File: config.mk
export PLATFORM = sky130hd
export DESIGN_NAME = cmpdaw_exec
export DESIGN_NICKNAME = d
export VERILOG_FILES = /design/src/hdl/cmpdaw_pkg.sv /design/src/hdl/cmpdaw_bcd_adj.sv /design/src/hdl/cmpdaw_exec.sv
export SDC_FILE = /design/constraint.sdc
export NUM_CORES = 1
export LEC_CHECK = 0
export ABC_AREA = 1
export BUFFER_PORTS_ARGS = -buffer_cell sky130_fd_sc_hd__buf_2
export CAP_MARGIN = 20
export CORE_ASPECT_RATIO = 0.9
export CORE_MARGIN = 2
export CORE_UTILIZATION = 54
export CTS_BUF_LIST = sky130_fd_sc_hd__clkbuf_8
export DETAILED_ROUTE_END_ITERATION = 16
export PLACE_DENSITY = 0.87
export RECOVER_POWER = 100
export SETUP_SLACK_MARGIN = 0.02
export SLEW_MARGIN = 20
export SYNTH_ARGS = -nofsm -noshare
export SYNTH_HDL_FRONTEND = slang
export SYNTH_SLANG_ARGS = --single-unit
File: constraint.sdc
create_clock -name clk_in -period 2.6 [get_ports clk_in]
set_clock_uncertainty 0.1 [all_clocks]
set_input_delay 0.52 -clock clk_in [delete_from_list [all_inputs] [get_ports clk_in]]
set_output_delay 0.52 -clock clk_in [all_outputs]
set_load 0.02 [all_outputs]
File: src/hdl/cmpdaw_pkg.sv
// Constants, types and shared functions of the compare-skip and decimal-adjust execution unit.
package cmpdaw_pkg;

	localparam int unsigned WORD_W   = 16;
	localparam int unsigned BYTE_W   = 8;
	localparam int unsigned BANK_W   = 4;
	localparam int unsigned ADDR_W   = 12;
	localparam int unsigned PHASE_W  = 2;

	// Four clock phases form one instruction cycle.
	localparam logic [PHASE_W-1:0] PH_Q1 = 2'h0;
	localparam logic [PHASE_W-1:0] PH_Q2 = 2'h1;
	localparam logic [PHASE_W-1:0] PH_Q3 = 2'h2;
	localparam logic [PHASE_W-1:0] PH_Q4 = 2'h3;
	localparam logic [PHASE_W-1:0] PH_STEP = 2'h1;

	// Instruction fields and fixed patterns.
	localparam int unsigned  OPC_MSB      = 15;
	localparam int unsigned  OPC_LSB      = 9;
	localparam int unsigned  BANK_BIT     = 8;
	localparam int unsigned  FILE_MSB     = 7;
	localparam logic [6:0]   CSL_OPCODE   = 7'h30;
	localparam logic [15:0]  DAA_WORD     = 16'h0007;

	// Access bank: low addresses map to bank 0, the rest to the top bank.
	localparam logic [BANK_W-1:0] ACC_LO_BANK = 4'h0;
	localparam logic [BANK_W-1:0] ACC_HI_BANK = 4'hF;

	// Packed-BCD correction constants.
	localparam logic [4:0] BCD_MAX  = 5'h09;
	localparam logic [4:0] BCD_FIX  = 5'h06;
	localparam logic [4:0] NIB_ZERO = 5'h00;

	typedef enum logic [1:0]
	{
		ST_IDLE  = 2'h0,
		ST_EXEC  = 2'h1,
		ST_SKIP  = 2'h3,
		ST_SKIP2 = 2'h2
	} cmpdaw_state_t;

	typedef enum logic [1:0]
	{
		OP_NONE = 2'h0,
		OP_CSL  = 2'h1,
		OP_DAA  = 2'h2
	} cmpdaw_op_t;

	// Accumulator and arithmetic flags as seen by the unit.
	typedef struct packed
	{
		logic [7:0] acc;
		logic       carry;
		logic       digit_carry;
	} cmpdaw_core_t;

	// Write-back towards the accumulator and the carry flag.
	typedef struct packed
	{
		logic       acc_we;
		logic [7:0] acc;
		logic       carry_we;
		logic       carry;
	} cmpdaw_wb_t;

	function automatic logic nib_gt9(input logic [4:0] v);
		return v > BCD_MAX;
	endfunction : nib_gt9

endpackage : cmpdaw_pkg

File: src/hdl/cmpdaw_bcd_adj.sv
// Combinational packed-BCD correction of the accumulator after an addition.
`timescale 1ns/1ps
module cmpdaw_bcd_adj
(
	input  wire cmpdaw_pkg::cmpdaw_core_t  core_in,
	output logic [7:0]                    acc_out,
	output logic                          carry_out
);
	import cmpdaw_pkg::*;

	logic [4:0] lo_ext;
	logic [4:0] hi_ext;
	logic [4:0] lo_sum;
	logic [4:0] hi_base;
	logic [4:0] hi_sum;
	logic [4:0] lo_carry;

	always_comb
	begin
		lo_ext = {1'b0, core_in.acc[3:0]};
		hi_ext = {1'b0, core_in.acc[7:4]};
		if (nib_gt9(lo_ext) || core_in.digit_carry)
			lo_sum = lo_ext + BCD_FIX;
		else
			lo_sum = lo_ext;
		// The carry out of the low correction is the digit carry fed upward.
		lo_carry = {4'h0, lo_sum[4]};
		hi_base  = hi_ext + lo_carry;
		if (nib_gt9(hi_base) || core_in.carry)
			hi_sum = hi_base + BCD_FIX;
		else
			hi_sum = hi_base;
		acc_out   = {hi_sum[3:0], lo_sum[3:0]};
		carry_out = core_in.carry | hi_sum[4];
	end

endmodule : cmpdaw_bcd_adj

File: src/hdl/cmpdaw_exec.sv
// Execution unit for compare-skip-less and decimal-adjust on the four-phase instruction cycle.
//
// Operation
// - Compare-skip-less is decoded from a word whose top seven bits are 0110000, bit 8 the bank bit, low byte the file address.
// - Compare-skip-less subtracts the accumulator from the addressed byte unsigned and writes neither result nor flags.
// - When the byte is below the accumulator the fetched next instruction is discarded and a no-operation cycle runs.
// - Compare-skip-less takes one cycle, two when skipping, three when the skipped instruction has two words.
// - Bank bit 0 selects the access bank and bank bit 1 lets the bank select register choose the bank.
// - Decimal-adjust adds 6 to the low nibble when it exceeds 9 or the digit carry is set.
// - The high nibble becomes high plus the carry out of the low correction, plus 6 more when that exceeds 9 or carry is set.
// - Decimal-adjust is the fixed word 0x0007 with no operands and takes one instruction cycle.
// - Decimal-adjust writes a correct packed-BCD result back to the accumulator.
`timescale 1ns/1ps
module cmpdaw_exec
#(
	parameter logic [7:0] ACCESS_SPLIT = 8'h60
)
(
	input  wire logic                          clk_in,
	input  wire logic                          srst_in,
	input  wire logic                          instr_valid_in,
	input  wire logic [cmpdaw_pkg::WORD_W-1:0] instr_in,
	input  wire logic                          next_two_word_in,
	input  wire cmpdaw_pkg::cmpdaw_core_t      core_in,
	input  wire logic [cmpdaw_pkg::BANK_W-1:0] bank_select_register_in,
	input  wire logic [cmpdaw_pkg::BYTE_W-1:0] mem_rdata_in,
	output logic [cmpdaw_pkg::PHASE_W-1:0]     phase_out,
	output logic                               instr_ready_out,
	output logic [cmpdaw_pkg::ADDR_W-1:0]      mem_addr_out,
	output logic                               mem_re_out,
	output cmpdaw_pkg::cmpdaw_wb_t             wb_out,
	output logic                               discard_out,
	output logic                               busy_out
);
	import cmpdaw_pkg::*;

	logic [PHASE_W-1:0]  phase_q;
	cmpdaw_state_t       state_q;
	cmpdaw_op_t          op_q;
	cmpdaw_op_t          op_d;
	logic                bank_bit_q;
	logic [ADDR_W-1:0]   addr_q;
	logic [ADDR_W-1:0]   addr_d;
	cmpdaw_core_t        core_q;
	logic [BYTE_W-1:0]   operand_q;
	logic                less_q;
	logic                two_word_q;
	cmpdaw_wb_t          wb_q;
	logic [BYTE_W-1:0]   adj_acc;
	logic                adj_carry;
	logic                accept;

	////////////////////////////////////////////////////////////////////////////////
	// Phase counter and decode.

	always_ff @(posedge clk_in)
	begin
		if (srst_in)
			phase_q <= PH_Q1;
		else
			phase_q <= phase_q + PH_STEP;
	end

	assign phase_out       = phase_q;
	assign instr_ready_out = (state_q == ST_IDLE) && (phase_q == PH_Q1);
	assign accept          = instr_ready_out && instr_valid_in && (op_d != OP_NONE);

	always_comb
	begin
		if (instr_in[OPC_MSB:OPC_LSB] == CSL_OPCODE)
			op_d = OP_CSL;
		else if (instr_in == DAA_WORD)
			op_d = OP_DAA;
		else
			op_d = OP_NONE;
		if (instr_in[BANK_BIT])
			addr_d = {bank_select_register_in, instr_in[FILE_MSB:0]};
		else if (instr_in[FILE_MSB:0] < ACCESS_SPLIT)
			addr_d = {ACC_LO_BANK, instr_in[FILE_MSB:0]};
		else
			addr_d = {ACC_HI_BANK, instr_in[FILE_MSB:0]};
	end

	always_ff @(posedge clk_in)
	begin
		if (srst_in)
		begin
			op_q       <= OP_NONE;
			addr_q     <= '0;
			bank_bit_q <= 1'b0;
			core_q     <= '0;
		end
		else if (accept)
		begin
			op_q       <= op_d;
			addr_q     <= addr_d;
			bank_bit_q <= instr_in[BANK_BIT];
			core_q     <= core_in;
		end
	end

	////////////////////////////////////////////////////////////////////////////////
	// Sequencer over the instruction cycles.

	always_ff @(posedge clk_in)
	begin
		if (srst_in)
			state_q <= ST_IDLE;
		else
		begin
			case (state_q)
				ST_IDLE:
					if (accept)
						state_q <= ST_EXEC;
				ST_EXEC:
					if (phase_q == PH_Q4)
						state_q <= (op_q == OP_CSL && less_q) ? ST_SKIP : ST_IDLE;
				ST_SKIP:
					if (phase_q == PH_Q4)
						state_q <= two_word_q ? ST_SKIP2 : ST_IDLE;
				ST_SKIP2:
					if (phase_q == PH_Q4)
						state_q <= ST_IDLE;
				default:
					state_q <= ST_IDLE;
			endcase
		end
	end

	always_ff @(posedge clk_in)
	begin
		if (srst_in)
			two_word_q <= 1'b0;
		else if (state_q == ST_EXEC && phase_q == PH_Q4)
			two_word_q <= next_two_word_in;
	end

	assign discard_out  = (state_q == ST_SKIP) || (state_q == ST_SKIP2);
	assign busy_out     = state_q != ST_IDLE;
	assign mem_addr_out = addr_q;
	assign mem_re_out   = (state_q == ST_EXEC) && (phase_q == PH_Q2) && (op_q == OP_CSL);

	////////////////////////////////////////////////////////////////////////////////
	// Operand read, compare and write-back.

	always_ff @(posedge clk_in)
	begin
		if (srst_in)
			operand_q <= '0;
		else if (state_q == ST_EXEC && phase_q == PH_Q2)
			operand_q <= (op_q == OP_CSL) ? mem_rdata_in : core_q.acc;
	end

	always_ff @(posedge clk_in)
	begin
		if (srst_in)
			less_q <= 1'b0;
		else if (state_q == ST_EXEC && phase_q == PH_Q3)
			less_q <= operand_q < core_q.acc;
	end

	cmpdaw_bcd_adj u_bcd
	(
		.core_in   ({operand_q, core_q.carry, core_q.digit_carry}),
		.acc_out   (adj_acc),
		.carry_out (adj_carry)
	);

	// Write-back stands for the Q4 phase only; compare never writes.
	always_ff @(posedge clk_in)
	begin
		if (srst_in)
			wb_q <= '0;
		else if (state_q == ST_EXEC && phase_q == PH_Q3 && op_q == OP_DAA)
			wb_q <= {1'b1, adj_acc, 1'b1, adj_carry};
		else
			wb_q <= '0;
	end

	assign wb_out = wb_q;

	////////////////////////////////////////////////////////////////////////////////
	// Checks.

	logic [3:0] exp_hi;
	assign exp_hi = operand_q[7:4];

	csl_decode_a: assert property (@(posedge clk_in) disable iff (srst_in)
		instr_ready_out && instr_valid_in && instr_in[OPC_MSB:OPC_LSB] == CSL_OPCODE
		|=> state_q == ST_EXEC && op_q == OP_CSL && mem_re_out)
		else $error("compare-skip-less not decoded");

	csl_nowrite_a: assert property (@(posedge clk_in) disable iff (srst_in)
		op_q == OP_CSL |-> !wb_out.acc_we && !wb_out.carry_we)
		else $error("compare wrote accumulator or flags");

	skip_start_a: assert property (@(posedge clk_in) disable iff (srst_in)
		state_q == ST_EXEC && phase_q == PH_Q4 && op_q == OP_CSL && less_q |=> discard_out [*4])
		else $error("skip did not discard a full cycle");

	noskip_len_a: assert property (@(posedge clk_in) disable iff (srst_in)
		state_q == ST_EXEC && phase_q == PH_Q4 && !less_q |=> instr_ready_out && !discard_out)
		else $error("non-skipping instruction not done in one cycle");

	skip_two_a: assert property (@(posedge clk_in) disable iff (srst_in)
		state_q == ST_SKIP && phase_q == PH_Q4 && two_word_q |=> discard_out [*4] ##1 instr_ready_out)
		else $error("two-word skip not three cycles");

	bank_sel_a: assert property (@(posedge clk_in) disable iff (srst_in)
		mem_re_out |-> mem_addr_out[ADDR_W-1:BYTE_W] ==
		(bank_bit_q ? $past(bank_select_register_in, 1) :
		(mem_addr_out[FILE_MSB:0] < ACCESS_SPLIT ? ACC_LO_BANK : ACC_HI_BANK)))
		else $error("wrong bank selected");

	daa_low_a: assert property (@(posedge clk_in) disable iff (srst_in)
		wb_out.acc_we |-> wb_out.acc[3:0] == ((operand_q[3:0] > 4'h9 || core_q.digit_carry) ?
		operand_q[3:0] + 4'h6 : operand_q[3:0]))
		else $error("low nibble correction wrong");

	daa_high_a: assert property (@(posedge clk_in) disable iff (srst_in)
		wb_out.acc_we && !core_q.carry && operand_q[3:0] <= 4'h9 && !core_q.digit_carry && exp_hi <= 4'h9
		|-> wb_out.acc[7:4] == exp_hi && !wb_out.carry)
		else $error("high nibble changed without need");

	daa_cycle_a: assert property (@(posedge clk_in) disable iff (srst_in)
		accept && instr_in == DAA_WORD |-> ##3 wb_out.acc_we ##1 instr_ready_out)
		else $error("decimal-adjust not written in one cycle");

	daa_carry_a: assert property (@(posedge clk_in) disable iff (srst_in)
		wb_out.acc_we && (core_q.carry || exp_hi > 4'h9) |-> wb_out.carry && wb_out.carry_we)
		else $error("decimal carry not set");

	csl_skip_c: cover property (@(posedge clk_in) disable iff (srst_in) $rose(discard_out));
	csl_pass_c: cover property (@(posedge clk_in) disable iff (srst_in)
		state_q == ST_EXEC && phase_q == PH_Q4 && op_q == OP_CSL && !less_q);
	skip_two_c: cover property (@(posedge clk_in) disable iff (srst_in) state_q == ST_SKIP2);
	daa_carry_c: cover property (@(posedge clk_in) disable iff (srst_in) wb_out.acc_we && wb_out.carry);

endmodule : cmpdaw_exec

==> flow_summary_export.csv <==
group,metric,value,unit
route,wl_per_cell,11.5,um
critical_path,crit_required,1.98,ns
sta,holdWs,0.356,ns
floorplan,initial_core_util,56.1,%
place,place_congestion,0.823,
clocking,cts_tree,"done",
route,wirelength,5290,um
clocking,root_buffer,"clkbuf_8",
critical_path,cp-end-kind,"primary output",
clocking,cts_made_buffers,5,
logic_synthesis,synth_cells,330,
worst_hold_path,worstHoldStart,"core_in[6]",
clocking,clkSinkCount,48,
run_status,status,"finished, final reports clean",
sta,setup_tns,0,ns
sta,finalSetupViolCount,0,
finish,syn2layout_area_growth,15.1,%
sta,period_minus_slack,2.39,ns
place,dp_slack,0.397,ns
place,dp_cells,454,
place,port-buffer-count,70,
logic_synthesis,async_flop_share,0,%
sta,rsz0062_at_grt,"false",
logic_synthesis,ys_warn_count,0,
logic_synthesis,synth.distinct_cells,33,
floorplan,core_area,0.00443,mm^2
sta,tightest_slew,1.17,ns
sta,fin_crit_sh,92.0,%
floorplan,die_area,0.00516,mm^2
global_routing,grt_max_degree,27,
finish,final_cells,462,
clocking,cts_buffer_depth,2,
floorplan,pin_count,71,
worst_hold_path,hold_class,"in2reg",
logic_synthesis,synth_edf_count,0,
finish,n_antenna_cell,0,
clocking,post_cts_resized,0,
critical_path,critical_path.slowest_cell,"clkbuf_1",
critical_path,reg2reg_depth,15,
route,first_pass_iters,4,
critical_path,r2r_slack,0.32,ns
route,vias,2255,
clocking,insertion_delay,0.30,ns
sta,relSlewSlack,21.8,%
clocking,cts.clk_slew.worst_paths,0.09,ns
global_routing,grtUsageTotal,22.8,%
clocking,h-tree-depth,2,
power_and_ir_drop,p_leak,1.28,nW
power_and_ir_drop,intPower,0.987,mW
finish,drive_gt1_share,18.0,%
logic_synthesis,syn_avg_cell_area,7.53,um^2
critical_path,startpoint,"op_q[0]",
place,dp_hpwl,3990,um
critical_path,critPathKind,"reg2out",
global_routing,gr-total-overflow,0,
critical_path,cp_slowest_stage_delay,0.54,ns
sta,hold_viol_final,0,
logic_synthesis,synth_nets,387,
logic_synthesis,synth_area,0.00248,mm^2
critical_path,path_cells,"inv_1, nor2_2, clkbuf_1, inv_1, nor2_1, buf_2",
logic_synthesis,seq_area_frac_synth,38.7,%
route,ant_nets,0,
critical_path,crit_top_cell,"inv_1",
global_routing,grt_pass1_vias,2147,
power_and_ir_drop,switchingPower,0.298,mW
logic_synthesis,synth-seq-cells,48,
sta,max_freq,418,MHz
route,drc_errors,0,
clocking,cts_setup_buffers,0,
power_and_ir_drop,p_seq_share,57.8,%
logic_synthesis,ys_dominant_reg_cell,"dfxtp_1",
finish,final_common_cell,"nand2_1",
route,viasPerCell,4.88,
critical_path,cp_max_fo,17,
sta,report.final.slew_viol_count,0,
critical_path,timing.rr.end,"wb_out[7]",
global_routing,antenna_found_initial,0,
finish,layout_common_cells,"nand2_1 (84), inv_1 (48), dfxtp_1 (48)",
floorplan,die_height,68.4,um
finish,layout.nets,456,
critical_path,cp.arrival,1.77,ns
power_and_ir_drop,switching_share,23.2,%
worst_hold_path,whs_endpoint,"core_q[6]",
sta,fin_ws,0.207,ns
worst_hold_path,holdPathStages,3,
clocking,ctsHoldBuffers,0,
critical_path,worstSetupStartpointType,"flip-flop",
critical_path,r2r-start,"operand_q[1]",
route,drtIter0Drc,84,
job,drv_cap,0,
power_and_ir_drop,ir_worst_vdd,0.384,mV
floorplan,die_w,75.5,um
power_and_ir_drop,powerDensity,449,mW/mm^2
global_routing,grt_pass1_wl,8960,um
power_and_ir_drop,power.total,1.28,mW
power_and_ir_drop,pwr-share-clk,35.2,%
floorplan,rows,23,
power_and_ir_drop,p_comb_share,7.0,%
[worst max path at each step]
stage                  to  slack, ns  cells past startpoint
2_1_floorplan   wb_out[7]       0.64                     15
3_3_place_gp    wb_out[7]       0.54                     15
3_5_place_dp    wb_out[8]       0.40                     14
4_1_cts         wb_out[8]       0.35                     14
5_1_grt         wb_out[8]       0.05                     14
6_report       mem_re_out       0.21                      6
[per-layer routing]
metal | wire length (um) | GRT usage (%) | up-vias
li1 | - | - | 1185
met1 | 2380 | 26.6 | 1017
met2 | 2630 | 42.0 | 46
met3 | 223 | 4.27 | 7
met4 | 59 | 6.80 | 0
met5 | 0 | 0 | -
[synthesized netlist by cell type, drive strengths merged, types with 2 or more instances]
cell     n  area, um^2
inv     48         185
ha      15         188
dfxtp   48         961
buf      8        60.0
nand3   10        60.1
clkbuf   3        11.3
o21ai   12        60.1
a21oi   32         216
o211ai  15         113
nor2    34         140
nand2   92         380
a31oi    2        12.5
nand4    4        31.3
[kinds of logic after synthesis]
kind of cell / synth area share [%]
AOI/OAI and AO/OA: 16.2
xor gates and xnor gates: 1.01
DFF: 38.7
and+or+nand+nor: 26.1
buffers and inverters: 10.5
adders and majority gates: 7.55
[state kept, by name (all words and copies together) (netlist names)]
register / flops
state_q: 2
mem_addr_out: 12
less_q: 1
operand_q: 8
core_q: 10
phase_out: 2
wb_out: 10
op_q: 2
two_word_q: 1
[per-stage QoR]
stage               cell area (um^2)  util [%]
finish                          2860      64.5
global route                    2860      64.5
CTS                             2950      66.7
detailed placement              2860      64.6
global placement                2860      64.6
floorplan                       2480         -
[area by class of cell]
type | count | area [um^2]
multi-input combinational | 222 | 1220
inverter | 49 | 184
sequential | 48 | 961
timing repair buffer | 73 | 329
fill | 454 | 1570
clock buffer | 6 | 82.6
tap | 62 | 77.6
clock inverter | 2 | 7.51
[power groups by stage]
stage                     combinational [mW]  sequential [mW]  clock (mW)
after floorplan                       0.0411            0.763           0
after global placement                0.0926            0.759           0
after detailed placement              0.0940            0.760           0
after CTS                             0.0943            0.742       0.459
after global routing                   0.103            0.743       0.482
final                                 0.0904            0.742       0.452
[worst max-delay path: cells and delay by family (launching register included)]
family,cells,cell delay (ns)
buffers and inverters,4,0.91
DFF,1,0.34
and+or+nand+nor,2,0.22
(Power assumes the default switching activity.)
